File: config.mk
export PLATFORM = sky130hd
export DESIGN_NAME = pps_power_path
export DESIGN_NICKNAME = d
export VERILOG_FILES = /design/src/hw/pps_pkg.sv /design/src/hw/pps_power_path.sv
export SDC_FILE = /design/constraint.sdc
export NUM_CORES = 1
export LEC_CHECK = 0
export BUFFER_PORTS_ARGS = -buffer_cell sky130_fd_sc_hd__buf_2
export CAP_MARGIN = 10
export CORE_MARGIN = 2
export CORE_UTILIZATION = 48
export DETAILED_ROUTE_END_ITERATION = 7
export PLACE_DENSITY = 0.85
export REMOVE_ABC_BUFFERS = 1
export SYNTH_ARGS = -nofsm -noshare
export SYNTH_HDL_FRONTEND = slang
export SYNTH_SLANG_ARGS = --single-unit
File: constraint.sdc
create_clock -name aclk -period 2.5 [get_ports aclk]
set_input_delay 0.375 -clock aclk [delete_from_list [all_inputs] [get_ports aclk]]
set_output_delay 0.375 -clock aclk [all_outputs]
set_load 0.01 [all_outputs]
File: src/hw/pps_pkg.sv
// Package with register map, field positions and reset values of the power-path block
package pps_pkg;
  // Printed control register index; byte address is four times the index
  localparam logic [7:0] CTRL_INDEX = 8'h12;
  localparam logic [7:0] CTRL_ADDR = 8'(CTRL_INDEX * 4);
  localparam logic [7:0] STAT_ADDR = 8'h4C;
  localparam logic [7:0] IRQ_STAT_ADDR = 8'h50;
  localparam logic [7:0] IRQ_MASK_ADDR = 8'h54;
  // Control fields
  localparam int CTRL_CHG_EN_BIT = 0;
  localparam int CTRL_LEARN_BIT = 4;
  localparam int CTRL_DEP_LSB = 9;
  localparam int CTRL_DEP_W = 3;
  localparam logic [31:0] CTRL_WMASK = 32'h0000_0E11;
  localparam logic [31:0] CTRL_RESET = 32'h0000_0000;
  // Status flag positions
  localparam int ST_BAT_BIT = 6;
  localparam int ST_ADP_BIT = 7;
  localparam int ST_TSD_BIT = 8;
  localparam int ST_COLD_BIT = 9;
  localparam int ST_HOT_BIT = 10;
  localparam int ST_LSB = 6;
  localparam int ST_NUM = 5;
  localparam logic [ST_NUM-1:0] FLAGS_RESET = 5'h00;
  // AXI responses
  localparam logic [1:0] RESP_OKAY = 2'h0;
  localparam logic [1:0] RESP_SLVERR = 2'h2;
  // Analog thresholds, documentation values for reference
  localparam int SYS_MARGIN_MV = 150;
  localparam int TSD_SET_DEGC = 145;
  localparam int TSD_CLR_DEGC = 130;
endpackage : pps_pkg

File: src/hw/pps_power_path.sv
// Power-path selector, protection flags and AXI4-Lite register slave

// Register map, byte addresses:
//   0x48 control: bit 0 charge enable, bit 4 learn cycle, bits 11:9 depletion threshold
//   0x4C status: bits 10:6 live flags; writes answer OKAY and change nothing
//   0x50 events: same layout; a rising flag sets its bit, a written one clears it
//   0x54 event mask: same layout; irq is high while an unmasked event bit is set
//   Any other address answers SLVERR and reads as zero
// Write strobes are honoured per byte on every writable register.
// Flags from bit 6 up: battery on, adapter on, thermal shutdown, cold, hot.
// Comparator inputs are sampled on every edge; switch outputs follow one edge later
// and the status word one edge after that. Only adapter overcurrent acts within a cycle.
// After reset the control word, flags, events and mask are clear and both switches off.
// The depletion latch holds until learn cycle is cleared or the adapter goes away.
module pps_power_path (
  // Clock and reset
  input wire logic aclk,
  input wire logic aresetn,
  // AXI4-Lite write address
  input wire logic [7:0] s_axi_awaddr,
  input wire logic s_axi_awvalid,
  output logic s_axi_awready,
  // AXI4-Lite write data
  input wire logic [31:0] s_axi_wdata,
  input wire logic [3:0] s_axi_wstrb,
  input wire logic s_axi_wvalid,
  output logic s_axi_wready,
  // AXI4-Lite write response
  output logic [1:0] s_axi_bresp,
  output logic s_axi_bvalid,
  input wire logic s_axi_bready,
  // AXI4-Lite read address
  input wire logic [7:0] s_axi_araddr,
  input wire logic s_axi_arvalid,
  output logic s_axi_arready,
  // AXI4-Lite read data
  output logic [31:0] s_axi_rdata,
  output logic [1:0] s_axi_rresp,
  output logic s_axi_rvalid,
  input wire logic s_axi_rready,
  // Comparator results from the analog front end
  input wire logic adapter_detect_input,
  input wire logic system_rail_above_battery,
  input wire logic battery_below_depletion,
  input wire logic adapter_overcurrent,
  input wire logic die_temp_above_set,
  input wire logic die_temp_below_clear,
  input wire logic thermistor_sense_above_cold,
  input wire logic thermistor_sense_below_hot_start,
  input wire logic thermistor_sense_below_hot_run,
  // Switch selectors and analog controls
  output logic battery_switch_drive,
  output logic adapter_switch_drive,
  output logic five_volt_reference,
  output logic charger_enable,
  output logic hot_threshold_run_sel,
  output logic [2:0] battery_depletion_threshold,
  output logic alarm,
  // Interrupt
  output logic irq
);

  ////////////////////////////////////////////////////////////////////////////
  // Registers

  // Software control word
  logic [31:0] ctrl_q;

  // Event bits, their next value, the event mask and the registered flags
  logic [pps_pkg::ST_NUM-1:0] irq_stat_q;
  logic [pps_pkg::ST_NUM-1:0] irq_stat_d;
  logic [pps_pkg::ST_NUM-1:0] irq_mask_q;
  logic [pps_pkg::ST_NUM-1:0] flags_q;

  // Power-path state
  logic bat_on_q;
  logic adp_on_q;
  logic depleted_q;

  // Protection state
  logic tsd_q;
  logic chg_q;
  logic vref_q;
  logic cold_q;
  logic hot_q;

  wire learn = ctrl_q[pps_pkg::CTRL_LEARN_BIT];
  wire chg_en_sw = ctrl_q[pps_pkg::CTRL_CHG_EN_BIT];

  ////////////////////////////////////////////////////////////////////////////
  // Power-path selection

  // Once learn-cycle battery is depleted, stay on adapter until learn or adapter ends
  wire depleted_d = adapter_detect_input & learn & (depleted_q | battery_below_depletion);

  // Battery feeds the system with no adapter, or with one while learn cycle asks for it
  wire bat_want = ~adapter_detect_input | (learn & ~depleted_d);
  // A system rail above the battery would discharge into it, so the switch waits
  wire bat_on_d = bat_want & ~system_rail_above_battery;

  // Adapter feeds the system when present outside learn, or once learn has depleted
  // the battery; the two selectors are never on together
  wire adp_on_d = adapter_detect_input & (~learn | depleted_d) & ~adapter_overcurrent;

  // Switch states are registered so the selectors change on a clock edge; only overcurrent opens one between edges
  always_ff @(posedge aclk) begin
    if (!aresetn) begin
      depleted_q <= 1'b0;
      bat_on_q <= 1'b0;
      adp_on_q <= 1'b0;
    end else begin
      depleted_q <= depleted_d;
      bat_on_q <= bat_on_d;
      adp_on_q <= adp_on_d;
    end
  end

  ////////////////////////////////////////////////////////////////////////////
  // Selector outputs

  assign battery_switch_drive = bat_on_q;
  // Overcurrent gates the output directly so the switch opens without a cycle of delay
  assign adapter_switch_drive = adp_on_q & ~adapter_overcurrent;
  assign battery_depletion_threshold = ctrl_q[pps_pkg::CTRL_DEP_LSB +: pps_pkg::CTRL_DEP_W];

  ////////////////////////////////////////////////////////////////////////////
  // Thermal and thermistor protection

  // Hysteresis: set above the high trip, cleared only below the low trip
  wire tsd_d = die_temp_above_set | (tsd_q & ~die_temp_below_clear);

  // Start threshold while idle, run threshold while charging
  wire hot_raw = chg_q ? thermistor_sense_below_hot_run : thermistor_sense_below_hot_start;

  // Thermistor comparisons only mean something while the reference is up
  wire cold_d = adapter_detect_input & thermistor_sense_above_cold;
  wire hot_d = adapter_detect_input & hot_raw;

  // Charging needs software enable, an adapter and no thermal or thermistor inhibit
  wire chg_d = chg_en_sw & adapter_detect_input & ~tsd_d & ~cold_d & ~hot_d;

  // Protection states update every edge; cold and hot follow the reference
  always_ff @(posedge aclk) begin
    if (!aresetn) begin
      tsd_q <= 1'b0;
      chg_q <= 1'b0;
      vref_q <= 1'b0;
      cold_q <= 1'b0;
      hot_q <= 1'b0;
    end else begin
      tsd_q <= tsd_d;
      chg_q <= chg_d;
      vref_q <= adapter_detect_input;
      cold_q <= cold_d;
      hot_q <= hot_d;
    end
  end

  ////////////////////////////////////////////////////////////////////////////
  // Protection outputs

  // The reference comes up one edge after the adapter is seen
  assign five_volt_reference = vref_q;
  assign charger_enable = chg_q;
  assign hot_threshold_run_sel = chg_q;
  assign alarm = tsd_q;

  ////////////////////////////////////////////////////////////////////////////
  // Live status flags and sticky event bits

  // Flags follow their causes every cycle with no latching
  wire [pps_pkg::ST_NUM-1:0] flags_now = {hot_q, cold_q, tsd_q, adp_on_q, bat_on_q};
  // Flags placed at their bit positions in the status word
  wire [31:0] status_word = 32'(flags_q) << pps_pkg::ST_LSB;

  // One register stage so a read never sees a flag mid-change
  always_ff @(posedge aclk) begin
    if (!aresetn) begin
      flags_q <= pps_pkg::FLAGS_RESET;
    end else begin
      flags_q <= flags_now;
    end
  end

  ////////////////////////////////////////////////////////////////////////////
  // AXI4-Lite write channel

  logic aw_held_q;
  logic w_held_q;
  logic [7:0] awaddr_q;
  logic [31:0] wdata_q;
  logic [3:0] wstrb_q;
  logic bvalid_q;
  logic [1:0] bresp_q;

  // A half is refused while it is parked or while a response waits for the host
  assign s_axi_awready = ~aw_held_q & ~bvalid_q;
  assign s_axi_wready = ~w_held_q & ~bvalid_q;
  wire aw_fire = s_axi_awvalid & s_axi_awready;
  wire w_fire = s_axi_wvalid & s_axi_wready;

  // A parked half stands in for the live one, so either order of arrival works
  wire aw_have = aw_held_q | aw_fire;
  wire w_have = w_held_q | w_fire;
  wire [7:0] wr_addr = aw_held_q ? awaddr_q : s_axi_awaddr;
  wire [31:0] wr_data = w_held_q ? wdata_q : s_axi_wdata;
  wire [3:0] wr_strb = w_held_q ? wstrb_q : s_axi_wstrb;
  wire wr_go = aw_have & w_have;

  // Byte enables widened to a bit mask
  logic [31:0] wr_bmask;
  genvar gb;
  generate
    for (gb = 0; gb < 4; gb++) begin : g_bmask
      assign wr_bmask[gb*8 +: 8] = {8{wr_strb[gb]}};
    end
  endgenerate

  // Address decode; the status register is known but read only
  wire wr_ctrl = wr_go & (wr_addr == pps_pkg::CTRL_ADDR);
  wire wr_istat = wr_go & (wr_addr == pps_pkg::IRQ_STAT_ADDR);
  wire wr_imask = wr_go & (wr_addr == pps_pkg::IRQ_MASK_ADDR);
  wire wr_known = wr_ctrl | wr_istat | wr_imask | (wr_addr == pps_pkg::STAT_ADDR);

  // Only defined control bits change, each under its byte strobe
  wire [31:0] ctrl_bits = wr_bmask & pps_pkg::CTRL_WMASK;
  wire [31:0] ctrl_d = (ctrl_q & ~ctrl_bits) | (wr_data & ctrl_bits);

  // Event and mask writes use the flag field of the strobed data
  wire [31:0] wr_eff = wr_data & wr_bmask;
  wire [pps_pkg::ST_NUM-1:0] wr_field = wr_eff[pps_pkg::ST_LSB +: pps_pkg::ST_NUM];
  wire [pps_pkg::ST_NUM-1:0] mask_keep = ~(wr_bmask[pps_pkg::ST_LSB +: pps_pkg::ST_NUM]);

  // Park a half that arrives before its partner
  always_ff @(posedge aclk) begin
    if (!aresetn) begin
      aw_held_q <= 1'b0;
      w_held_q <= 1'b0;
      awaddr_q <= 8'h00;
      wdata_q <= 32'h0000_0000;
      wstrb_q <= 4'h0;
    end else begin
      aw_held_q <= aw_have & ~wr_go;
      w_held_q <= w_have & ~wr_go;
      if (aw_fire) begin
        awaddr_q <= s_axi_awaddr;
      end
      if (w_fire) begin
        wdata_q <= s_axi_wdata;
        wstrb_q <= s_axi_wstrb;
      end
    end
  end

  ////////////////////////////////////////////////////////////////////////////
  // AXI4-Lite write response

  // The response stands until the host takes it with bready
  always_ff @(posedge aclk) begin
    if (!aresetn) begin
      bvalid_q <= 1'b0;
      bresp_q <= pps_pkg::RESP_OKAY;
    end else if (wr_go) begin
      bvalid_q <= 1'b1;
      bresp_q <= wr_known ? pps_pkg::RESP_OKAY : pps_pkg::RESP_SLVERR;
    end else if (s_axi_bready) begin
      bvalid_q <= 1'b0;
    end
  end

  assign s_axi_bvalid = bvalid_q;
  assign s_axi_bresp = bresp_q;

  ////////////////////////////////////////////////////////////////////////////
  // Control and event mask registers

  // Nothing here waits on temperature, so the bus stays live during thermal shutdown
  always_ff @(posedge aclk) begin
    if (!aresetn) begin
      ctrl_q <= pps_pkg::CTRL_RESET;
      irq_mask_q <= pps_pkg::FLAGS_RESET;
    end else begin
      if (wr_ctrl) begin
        ctrl_q <= ctrl_d;
      end
      if (wr_imask) begin
        irq_mask_q <= (irq_mask_q & mask_keep) | wr_field;
      end
    end
  end

  ////////////////////////////////////////////////////////////////////////////
  // Interrupt events: each flag rising sets its sticky bit, set beats clear

  wire [pps_pkg::ST_NUM-1:0] rise = flags_now & ~flags_q;
  wire [pps_pkg::ST_NUM-1:0] clr = wr_istat ? wr_field : '0;

  genvar gi;
  generate
    for (gi = 0; gi < pps_pkg::ST_NUM; gi++) begin : g_irq
      assign irq_stat_d[gi] = rise[gi] | (irq_stat_q[gi] & ~clr[gi]);
    end
  endgenerate

  // Event bits collect rises until a written one clears them
  always_ff @(posedge aclk) begin
    if (!aresetn) begin
      irq_stat_q <= pps_pkg::FLAGS_RESET;
    end else begin
      irq_stat_q <= irq_stat_d;
    end
  end

  // Level output while any unmasked event bit is set
  assign irq = |(irq_stat_q & irq_mask_q);

  ////////////////////////////////////////////////////////////////////////////
  // AXI4-Lite read channel

  logic rvalid_q;
  logic [31:0] rdata_q;
  logic [1:0] rresp_q;

  // One read at a time: a new address waits while read data stands
  assign s_axi_arready = ~rvalid_q;
  wire ar_fire = s_axi_arvalid & s_axi_arready;

  // Read decode on the address while it is offered
  wire rd_ctrl = s_axi_araddr == pps_pkg::CTRL_ADDR;
  wire rd_stat = s_axi_araddr == pps_pkg::STAT_ADDR;
  wire rd_istat = s_axi_araddr == pps_pkg::IRQ_STAT_ADDR;
  wire rd_imask = s_axi_araddr == pps_pkg::IRQ_MASK_ADDR;
  wire rd_known = rd_ctrl | rd_stat | rd_istat | rd_imask;
  wire [31:0] rd_word = rd_ctrl ? ctrl_q :
                        rd_stat ? status_word :
                        rd_istat ? (32'(irq_stat_q) << pps_pkg::ST_LSB) :
                        rd_imask ? (32'(irq_mask_q) << pps_pkg::ST_LSB) :
                        32'h0000_0000;

  // Data and response are captured with the address and stand until rready
  always_ff @(posedge aclk) begin
    if (!aresetn) begin
      rvalid_q <= 1'b0;
      rdata_q <= 32'h0000_0000;
      rresp_q <= pps_pkg::RESP_OKAY;
    end else if (ar_fire) begin
      rvalid_q <= 1'b1;
      rdata_q <= rd_word;
      rresp_q <= rd_known ? pps_pkg::RESP_OKAY : pps_pkg::RESP_SLVERR;
    end else if (s_axi_rready) begin
      rvalid_q <= 1'b0;
    end
  end

  assign s_axi_rvalid = rvalid_q;
  assign s_axi_rdata = rdata_q;
  assign s_axi_rresp = rresp_q;

endmodule // pps_power_path

==> results of run 1 <==
kinds of logic after synthesis:
kind of cell / Yosys count / share of synthesized area
other: 1 / 0.00128
DFF: 60 / 0.409
and+or+nand+nor: 103 / 0.212
muxes: 44 / 0.154
buffers and inverters: 55 / 0.111
xor gates and xnor gates: 2 / 0.00597
AOI/OAI and AO/OA: 42 / 0.107
critical path, stage by stage, from the launching register on:
cell,delay (ns)
dfxtp_1,0.52
mux2_4,0.35
or4b_4,0.51
nor4b_1,0.37
o22ai_1,0.12
layout make-up:
cell class                      instances  area (sq um)
Sequential cell                        60          1200
Inverter                               10          37.5
Fill cell                             546          2530
Clock inverter                          6          65.1
Multi-Input combinational cell        217          1500
Timing Repair Buffer                   71           368
Tap cell                               75          93.8
Clock buffer                           10           128
final timing paths:
kind | from | endpoint | slack [ns] | depth (start not counted)
worst max-delay path | aw_held_q$_SDFF_PN0_ | irq_stat_q[0]$_SDFF_PN0_ | 0.50 | 4
worst max register to register | aw_held_q$_SDFF_PN0_ | irq_stat_q[0]$_SDFF_PN0_ | 0.50 | 4
worst min-delay path | thermistor_sense_above_cold | charger_enable$_SDFF_PN0_ | 0.20 | 2
worst min register to register | flags_q[1]$_SDFF_PN0_ | irq_stat_q[1]$_SDFF_PN0_ | 0.46 | 1
report_power, final:
group          internal, uW  switching (uW)  total (uW)
logic                   136             162         298
clock network           460             390         850
registers              1000            29.9        1030
total                  1600             582        2180
through the flow:
step / instance area (sq um) / hold slack, ns / setup WS [ns] / util / total power [uW]
6_report: 3390 / 0.202 / 0.503 / 0.573 / 2180
4_1_cts: 3390 / 0.199 / 0.477 / 0.573 / 2180
5_1_grt: 3390 / 0.205 / 0.349 / 0.573 / 2260
3_3_place_gp: 3200 / 0.429 / 0.525 / 0.541 / 1340
3_5_place_dp: 3200 / 0.443 / 0.501 / 0.541 / 1350
2_1_floorplan: 2740 / 0.412 / 0.538 / - / 1230
layer usage:
layer  vias up  wire (microns)  track usage
li1       1139               -            -
met1      1053            2520        0.237
met2        66            2920        0.298
met3         8             323       0.0380
met4         0              92       0.0850
met5         -               0            0
Yosys cell counts (all sizes together):
library cell / n / share of area
mux2: 7 / 0.028
nor2: 8 / 0.010
or3: 1 / 0.0038
mux2i: 37 / 0.13
nor4b: 4 / 0.012
nand3b: 1 / 0.0026
dfxtp: 60 / 0.41
and3b: 1 / 0.0030
nor3: 3 / 0.0090
or3b: 1 / 0.0030
and3: 1 / 0.0021
nor3b: 3 / 0.0077
a32o: 3 / 0.010
conb: 1 / 0.0013
a211oi: 1 / 0.0026
nor2b: 29 / 0.062
or4b: 3 / 0.012
o2bb2ai: 3 / 0.0090
nor4: 1 / 0.0021
or4: 2 / 0.0064
xor2: 1 / 0.0030
nand4b: 3 / 0.0090
a31oi: 2 / 0.0043
o21a: 2 / 0.0051
a21oi: 4 / 0.0068
clkbuf: 12 / 0.015
a21boi: 1 / 0.0026
o211a: 2 / 0.0068
nand2b: 10 / 0.021
o22a: 1 / 0.0034
a222oi: 1 / 0.0034
nand4: 2 / 0.0043
a22oi: 9 / 0.023
buf: 33 / 0.083
xnor2: 1 / 0.0030
o22ai: 6 / 0.015
o211ai: 3 / 0.0077
nand2: 26 / 0.033
and2: 4 / 0.0085
inv: 10 / 0.013
o21ai: 4 / 0.0068
==> impl_metrics.yaml, run 1 <==
run_status:
  status: "complete, no violations"
critical_path:
  start_kind: "flop"
  critical_path.max_fanout: 10
  path_class: "reg -> reg"
  endpoint_kind: "flop"
  crit_required_ns: 2.71
  critPathArrivalTime_ns: 2.21
global_routing:
  antenna_found_initial: 0
  grt_pass1_wl_mm: 9.43
  grt_max_degree: 34
  gr-total-overflow: 0
  grt_use_total: 0.185
  first_global_vias: 2058
clock_tree:
  cts-root-buf: "clkbuf_8"
  clockBufferDepth: 2
  cts_sinks: 60
  cts_tree: "built"
  htree_levels: 3
  cts_hold_buf: 0
  postCtsSetupRepairBufs: 0
  cts_buffers: 9
  cts-resized-gates: 0
  clock_latency_ns: 0.34
  clk_pin_slew_ns: 0.07
route:
  wl_per_cell_microns: 13.0
  drtPass1Iterations: 4
  drtIter0Drc: 190
  ant_nets: 0
  routed_wl_mm: 5.86
  drc: 0
  avgViaCountPerCell: 5.05
  vias: 2266
final_layout:
  drive_gt1_frac: 0.265
  n_antenna_cell: 0
  final_cell_mix: "buf_2, dfxtp_1, mux2i_1"
  fin_cells: 449
  area_growth_pct: 15.7
  layout_commonest_cell: "buf_2"
  final_nets: 437
place:
  dp_hpwl_mm: 4.42
  port_buffers: 66
  gp_congestion: 0.807
  dp_cells: 433
power_and_ir_drop:
  p_leak_uw: 0.00152
  peakVddDrop_mv: 0.370
  power_density_nw_per_um2: 641
floorplan:
  fp.dieH_microns: 82.2
  rows: 28
  core_region_area_sq_um: 5920
  initial_core_util: 0.496
  dieArea_sq_um: 6750
  die_x_microns: 82.2
  ios: 119
timing:
  skew_ns: 0.0102
  setup_violations: 0
  rsz0062_at_grt: "no"
  tns_ns: 0
  max_freq_ghz: 0.501
  tightest_slew_ns: 0.708
  drv_slew: 0
  timing.final.crit_share: 0.799
  period_needed_ns: 2.00
  relSlewSlack: 0.528
  hold_viol: 0
synthesis:
  netlist_instances: 307
  yosysSeqAreaShare: 0.409
  synth_seq_cells: 60
  avgSynthCellArea_sq_um: 9.56
  synthDistinctLibCells: 48
  yosysWarnings: 0
  synth.cell_area_sq_um: 2930
run:
  max_cap_violations: 0
worst_hold_path:
  hold_path_class: "in -> reg"
(Power assumes the default switching activity.)
==> run 2, diff against run 1 <==
--- a/config.mk
+++ b/config.mk
@@ -5,10 +5,11 @@
 export SDC_FILE = /design/constraint.sdc
 export NUM_CORES = 1
 export LEC_CHECK = 0
+export ABC_AREA = 1
 export BUFFER_PORTS_ARGS = -buffer_cell sky130_fd_sc_hd__buf_2
 export CAP_MARGIN = 10
 export CORE_MARGIN = 2
-export CORE_UTILIZATION = 48
+export CORE_UTILIZATION = 49
 export DETAILED_ROUTE_END_ITERATION = 7
 export PLACE_DENSITY = 0.85
 export REMOVE_ABC_BUFFERS = 1
==> constraint.sdc (replaced) <==
create_clock -name aclk -period 1.9 [get_ports aclk]
set_input_delay 0.285 -clock aclk [delete_from_list [all_inputs] [get_ports aclk]]
set_output_delay 0.285 -clock aclk [all_outputs]
set_load 0.01 [all_outputs]
==> impl_metrics.yaml, run 2 <==
global_routing:
  grtUsageMet2: 0.326
  use_met3: 0.0425
  grt_use_total: 0.195
  top_usage_layer: "met2"
  grt_pass1_wl_mm: 11.2
  grt_max_degree: 20
  first_global_vias: 2617
  antenna_found_initial: 0
  use_met1: 0.235
  gr-total-overflow: 0
synthesis:
  synth_seq_cells: 60
  yosysWarnings: 0
  synthFlopType: "dfxtp_1"
  synthDominantCellAreaShare: 0.382
  synth-edff-count: 0
  avgSynthCellArea_sq_um: 6.93
  yosysMostFrequentCell: "nand2_1"
  synth.area.top_cells: "dfxtp_1, nand2_1, buf_4"
  yosysSeqAreaShare: 0.382
  yosysTopAreaCell: "dfxtp_1"
  synth.cell_area_sq_um: 3140
  async_flop_share: 0
  netlist_instances: 454
  synthDistinctLibCells: 35
  synthTopCellsByCount: "nand2_1, inv_1, dfxtp_1, nor2_1, buf_4"
route:
  vias: 2914
  wl_per_cell_microns: 11.1
  ant_nets: 0
  drtPass1Iterations: 4
  drc: 0
  avgViaCountPerCell: 4.84
  drtIter0Drc: 207
  routed_wl_mm: 6.67
final_layout:
  layout_commonest_cell: "nand2_1"
  n_antenna_cell: 0
  area_growth_pct: 15.4
  utilization: 0.578
  drive_gt1_frac: 0.219
  final_cell_mix: "nand2_1, buf_2, inv_1"
  final_nets: 588
worst_hold_path:
  holdCritStartpoint: "system_rail_above_battery"
  hold_end: "battery_switch_drive$_SDFF_PN0_"
  worstHoldPathCells: 2
  hold_path_class: "in -> reg"
power_and_ir_drop:
  power_frac_seq: 0.462
  combinationalPowerShare: 0.148
  p_leak_uw: 0.00183
  p_clk_frac: 0.390
  power_density_nw_per_um2: 816
  intPower_uw: 2150
  peakVddDrop_mv: 0.521
  p_sw_uw: 816
  total_power_uw: 2960
  swShare: 0.276
floorplan:
  core_region_area_sq_um: 6280
  fp.dieH_microns: 84.1
  initial_core_util: 0.501
  dieArea_sq_um: 7070
  ios: 119
  die_x_microns: 84.1
  rows: 29
clock_tree:
  cts-resized-gates: 0
  clock_latency_ns: 0.35
  clockBufferDepth: 2
  cts_hold_buf: 0
  clk_pin_slew_ns: 0.06
  postCtsSetupRepairBufs: 0
  cts_sinks: 60
  cts_buffers: 9
  htree_levels: 3
  cts-root-buf: "clkbuf_8"
  cts_tree: "built"
place:
  gp_congestion: 0.832
  port_buffers: 66
  dp_hpwl_mm: 5.09
  post-place-ws_ns: 0.245
timing:
  relSlewSlack: 0.603
  timing.final.crit_share: 0.886
  worst_slack_ns: 0.217
  rsz0062_at_grt: "no"
  skew_ns: 0.0115
  hold_viol: 0
  period_needed_ns: 1.68
  max_freq_ghz: 0.594
  tns_ns: 0
  drv_slew: 0
  setup_violations: 0
  tightest_slew_ns: 0.591
critical_path:
  path_class: "reg -> reg"
  critPathArrivalTime_ns: 1.91
  ff2ff_path_depth: 8
  rrSetupSlack_ns: 0.22
  endpoint_kind: "flop"
  critical_path.max_fanout: 8
  worstReg2RegEnd: "irq_stat_q[1]$_SDFF_PN0_"
  start_kind: "flop"
  r2r_start: "aw_held_q$_SDFF_PN0_"
  crit_required_ns: 2.13
run_status:
  status: "complete, no violations"
run:
  max_cap_violations: 0
==> run 2: cell count changes after synthesis, moves of 9 or more <==
| cell | change |
|---|---|
| a21oi_1 | +16 |
| a22oi_1 | -9 |
| inv_1 | +52 |
| mux2i_1 | -34 |
| nand2_1 | +63 |
| nand2b_1 | -10 |
| nand3_1 | +26 |
| nand4_1 | +10 |
| nor2_1 | +52 |
| nor2b_1 | -29 |
| o21ai_0 | +25 |
==> run 2: layer usage <==
metal | routed length, microns | vias to the layer above
li1 | - | 1506
met1 | 2930 | 1276
met2 | 3110 | 116
met3 | 490 | 16
met4 | 141 | 0
met5 | 0 | -
==> run 2: worst max path at each step <==
stage	startpoint	to	slack [ns]	cells after the start
6_report	aw_held_q$_SDFF_PN0_	irq_stat_q[1]$_SDFF_PN0_	0.22	8
5_1_grt	aw_held_q$_SDFF_PN0_	irq_stat_q[1]$_SDFF_PN0_	0.07	8
4_1_cts	aw_held_q$_SDFF_PN0_	irq_stat_q[1]$_SDFF_PN0_	0.23	8
3_5_place_dp	aw_held_q$_SDFF_PN0_	irq_stat_q[1]$_SDFF_PN0_	0.24	8
3_3_place_gp	aw_held_q$_SDFF_PN0_	irq_stat_q[0]$_SDFF_PN0_	0.29	8
2_1_floorplan	w_held_q$_SDFF_PN0_	flop	0.36	6
==> run 2: logic make-up after synthesis <==
family / after synthesis / synth area share
other: 1 / 0.00119
multiplexers: 3 / 0.00955
buffers and inverters: 111 / 0.175
AO/OA/AOI/OAI: 63 / 0.115
AND/OR/NAND/NOR: 216 / 0.317
flip-flops: 60 / 0.382
==> run 2: power groups by stage <==
stage | clock, uW | sequential [uW] | combinational, uW
floorplan | 0 | 1400 | 272
global placement | 0 | 1390 | 420
detailed placement | 0 | 1400 | 435
CTS | 1170 | 1370 | 437
global route | 1230 | 1380 | 494
finish | 1160 | 1370 | 438
==> run 2: cell type report <==
| class | count | area [sq um] |
|---|---|---|
| Timing Repair Buffer | 74 | 390 |
| Tap cell | 77 | 96.3 |
| Clock buffer | 11 | 151 |
| Fill cell | 587 | 2650 |
| Multi-Input combinational cell | 308 | 1490 |
| Inverter | 67 | 251 |
| Sequential cell | 60 | 1200 |
| Clock inverter | 5 | 50.0 |
==> run 2: worst max-delay path, stage by stage (launching register included) <==
cell and delay, ns:
dfxtp_1 0.56, buf_4 0.23, a21oi_2 0.05, inv_1 0.08, nand2_1 0.13, nor2_8 0.19
nand2_2 0.11, nor2_1 0.15, o21bai_1 0.08
==> run 2: per-stage QoR <==
stage / hold WS [ns] / cells / cell area (sq um)
global placement: 0.415 / 586 / 3430
CTS: 0.0958 / 602 / 3630
detailed placement: 0.426 / 586 / 3430
finish: 0.108 / 602 / 3630
global route: 0.104 / 602 / 3630
floorplan: 0.364 / 435 / 2940
==> run 3, diff against run 2 <==
--- a/config.mk
+++ b/config.mk
@@ -5,12 +5,13 @@
 export SDC_FILE = /design/constraint.sdc
 export NUM_CORES = 1
 export LEC_CHECK = 0
-export ABC_AREA = 1
 export BUFFER_PORTS_ARGS = -buffer_cell sky130_fd_sc_hd__buf_2
 export CAP_MARGIN = 10
 export CORE_MARGIN = 2
-export CORE_UTILIZATION = 49
+export CORE_UTILIZATION = 48
 export DETAILED_ROUTE_END_ITERATION = 7
+export HOLD_SLACK_MARGIN = 0.15
+export MAX_ROUTING_LAYER = met4
 export PLACE_DENSITY = 0.85
 export REMOVE_ABC_BUFFERS = 1
 export SYNTH_ARGS = -nofsm -noshare
==> impl_metrics.yaml, run 3 (synthesis results as in run 1) <==
run_status:
  status: "complete, no violations"
final_layout:
  n_antenna_cell: 0
  final_cell_mix: "buf_2, dfxtp_1, mux2i_1"
  fillers: 502
  area_growth_pct: 22.2
  fin_cells: 460
  final_nets: 448
  drive_gt1_frac: 0.294
  layout_commonest_cell: "buf_2"
timing:
  timing.final.crit_share: 0.971
  rsz0062_at_grt: "yes"
  period_needed_ns: 1.84
  max_freq_ghz: 0.542
  skew_ns: 0.00897
  setup_violations: 0
  worst_slack_ns: 0.0557
  drv_slew: 0
  hold_viol: 0
critical_path:
  start_kind: "flop"
  endpoint_kind: "flop"
  path_class: "reg -> reg"
  critPathArrivalTime_ns: 2.06
  critical_path.max_fanout: 10
  crit_required_ns: 2.11
clock_tree:
  postCtsSetupRepairBufs: 0
  clockBufferDepth: 2
  cts_tree: "built"
  htree_levels: 3
  cts-root-buf: "clkbuf_8"
  clk_pin_slew_ns: 0.06
  cts_buffers: 9
  clock_latency_ns: 0.33
  cts_sinks: 60
place:
  post-place-ws_ns: -0.00793
  dp_cells: 441
  port_buffers: 66
  dp_hpwl_mm: 4.65
  gp_congestion: 0.755
route:
  routed_wl_mm: 6.42
  vias: 2362
  drtIter0Drc: 141
  wl_per_cell_microns: 14.0
  ant_nets: 0
  drtPass1Iterations: 4
  avgViaCountPerCell: 5.13
  drc: 0
power_and_ir_drop:
  p_sw_uw: 749
  power_frac_seq: 0.435
  combinationalPowerShare: 0.139
  intPower_uw: 2370
  p_clk_frac: 0.425
  p_leak_uw: 0.00161
  swShare: 0.240
  power_density_nw_per_um2: 869
  peakVddDrop_mv: 0.490
floorplan:
  die_x_microns: 82.2
  dieArea_sq_um: 6750
  fp.dieH_microns: 82.2
  core_region_area_sq_um: 5920
  ios: 119
  initial_core_util: 0.496
  rows: 28
global_routing:
  use_met3: 0.0446
  use_met1: 0.235
  grt_use_total: 0.205
  grt_pass1_wl_mm: 10.2
  antenna_found_initial: 0
  gr-total-overflow: 0
  first_global_vias: 2222
  grt_max_degree: 34
  top_usage_layer: "met2"
  grtUsageMet2: 0.348
worst_hold_path:
  hold_path_class: "in -> reg"
run:
  max_cap_violations: 0
==> run 3: final timing paths <==
path | from | cells past startpoint | slack, ns | endpoint
setup / recovery | aw_held_q$_SDFF_PN0_ | 5 | 0.06 | flop
hold / removal | system_rail_above_battery | 3 | 0.19 | battery_switch_drive$_SDFF_PN0_
setup reg to reg | aw_held_q$_SDFF_PN0_ | 5 | 0.06 | flop
hold reg to reg | flags_q[1]$_SDFF_PN0_ | 1 | 0.45 | irq_stat_q[1]$_SDFF_PN0_
==> run 3: critical path: stages, from the launching register on <==
cell	delay (ns)
dfxtp_4	0.37
buf_6	0.14
or4_4	0.44
o22a_4	0.24
or3_4	0.41
mux2i_1	0.12
==> run 3: final cells by class <==
type	count	area (sq um)	area share
tap	75	93.8	0.0262
sequential	60	1210	0.336
clock inverter	3	67.6	0.0188
inverter	10	37.5	0.0105
multi-input combinational	217	1540	0.429
timing repair buffer	82	474	0.132
clock buffer	13	169	0.0471
==> run 3: through the flow <==
stage,setup TNS [ns],total power [uW],hold slack [ns],util,area (sq um)
final,0,3120,0.186,0.605,3580
after global routing,-0.0107,3260,0.198,0.605,3580
after CTS,0,3120,0.185,0.600,3550
after detailed placement,-0.00793,1790,0.442,0.553,3270
after global placement,0,1780,0.431,0.553,3270
after floorplan,-0.291,1620,0.358,-,2740
==> run 3: per-layer routing <==
layer | up-vias | wire (microns) | part of all wire
met5 | - | 0 | 0
met4 | 0 | 112 | 0.017
met3 | 12 | 264 | 0.041
met2 | 68 | 3420 | 0.53
met1 | 1114 | 2620 | 0.41
li1 | 1168 | - | -
==> run 3: power groups by stage <==
stage | combinational (uW) | sequential [uW] | clock [uW]
4_1_cts | 422 | 1360 | 1340
6_report | 434 | 1360 | 1330
5_1_grt | 482 | 1360 | 1410
3_5_place_dp | 412 | 1380 | 0
2_1_floorplan | 237 | 1390 | 0
3_3_place_gp | 397 | 1380 | 0
==> run 3: timing repair <==
| item | 4_1_cts | 5_1_grt |
|---|---|---|
| gates resized for setup | 4 | 6 |
| gates cloned | 0 | 0 |
| pin swaps | 1 | 3 |
| hold endpoints to repair | 3 | 0 |
| hold buffers | 3 | 0 |
| setup endpoints to repair | 5 | 7 |
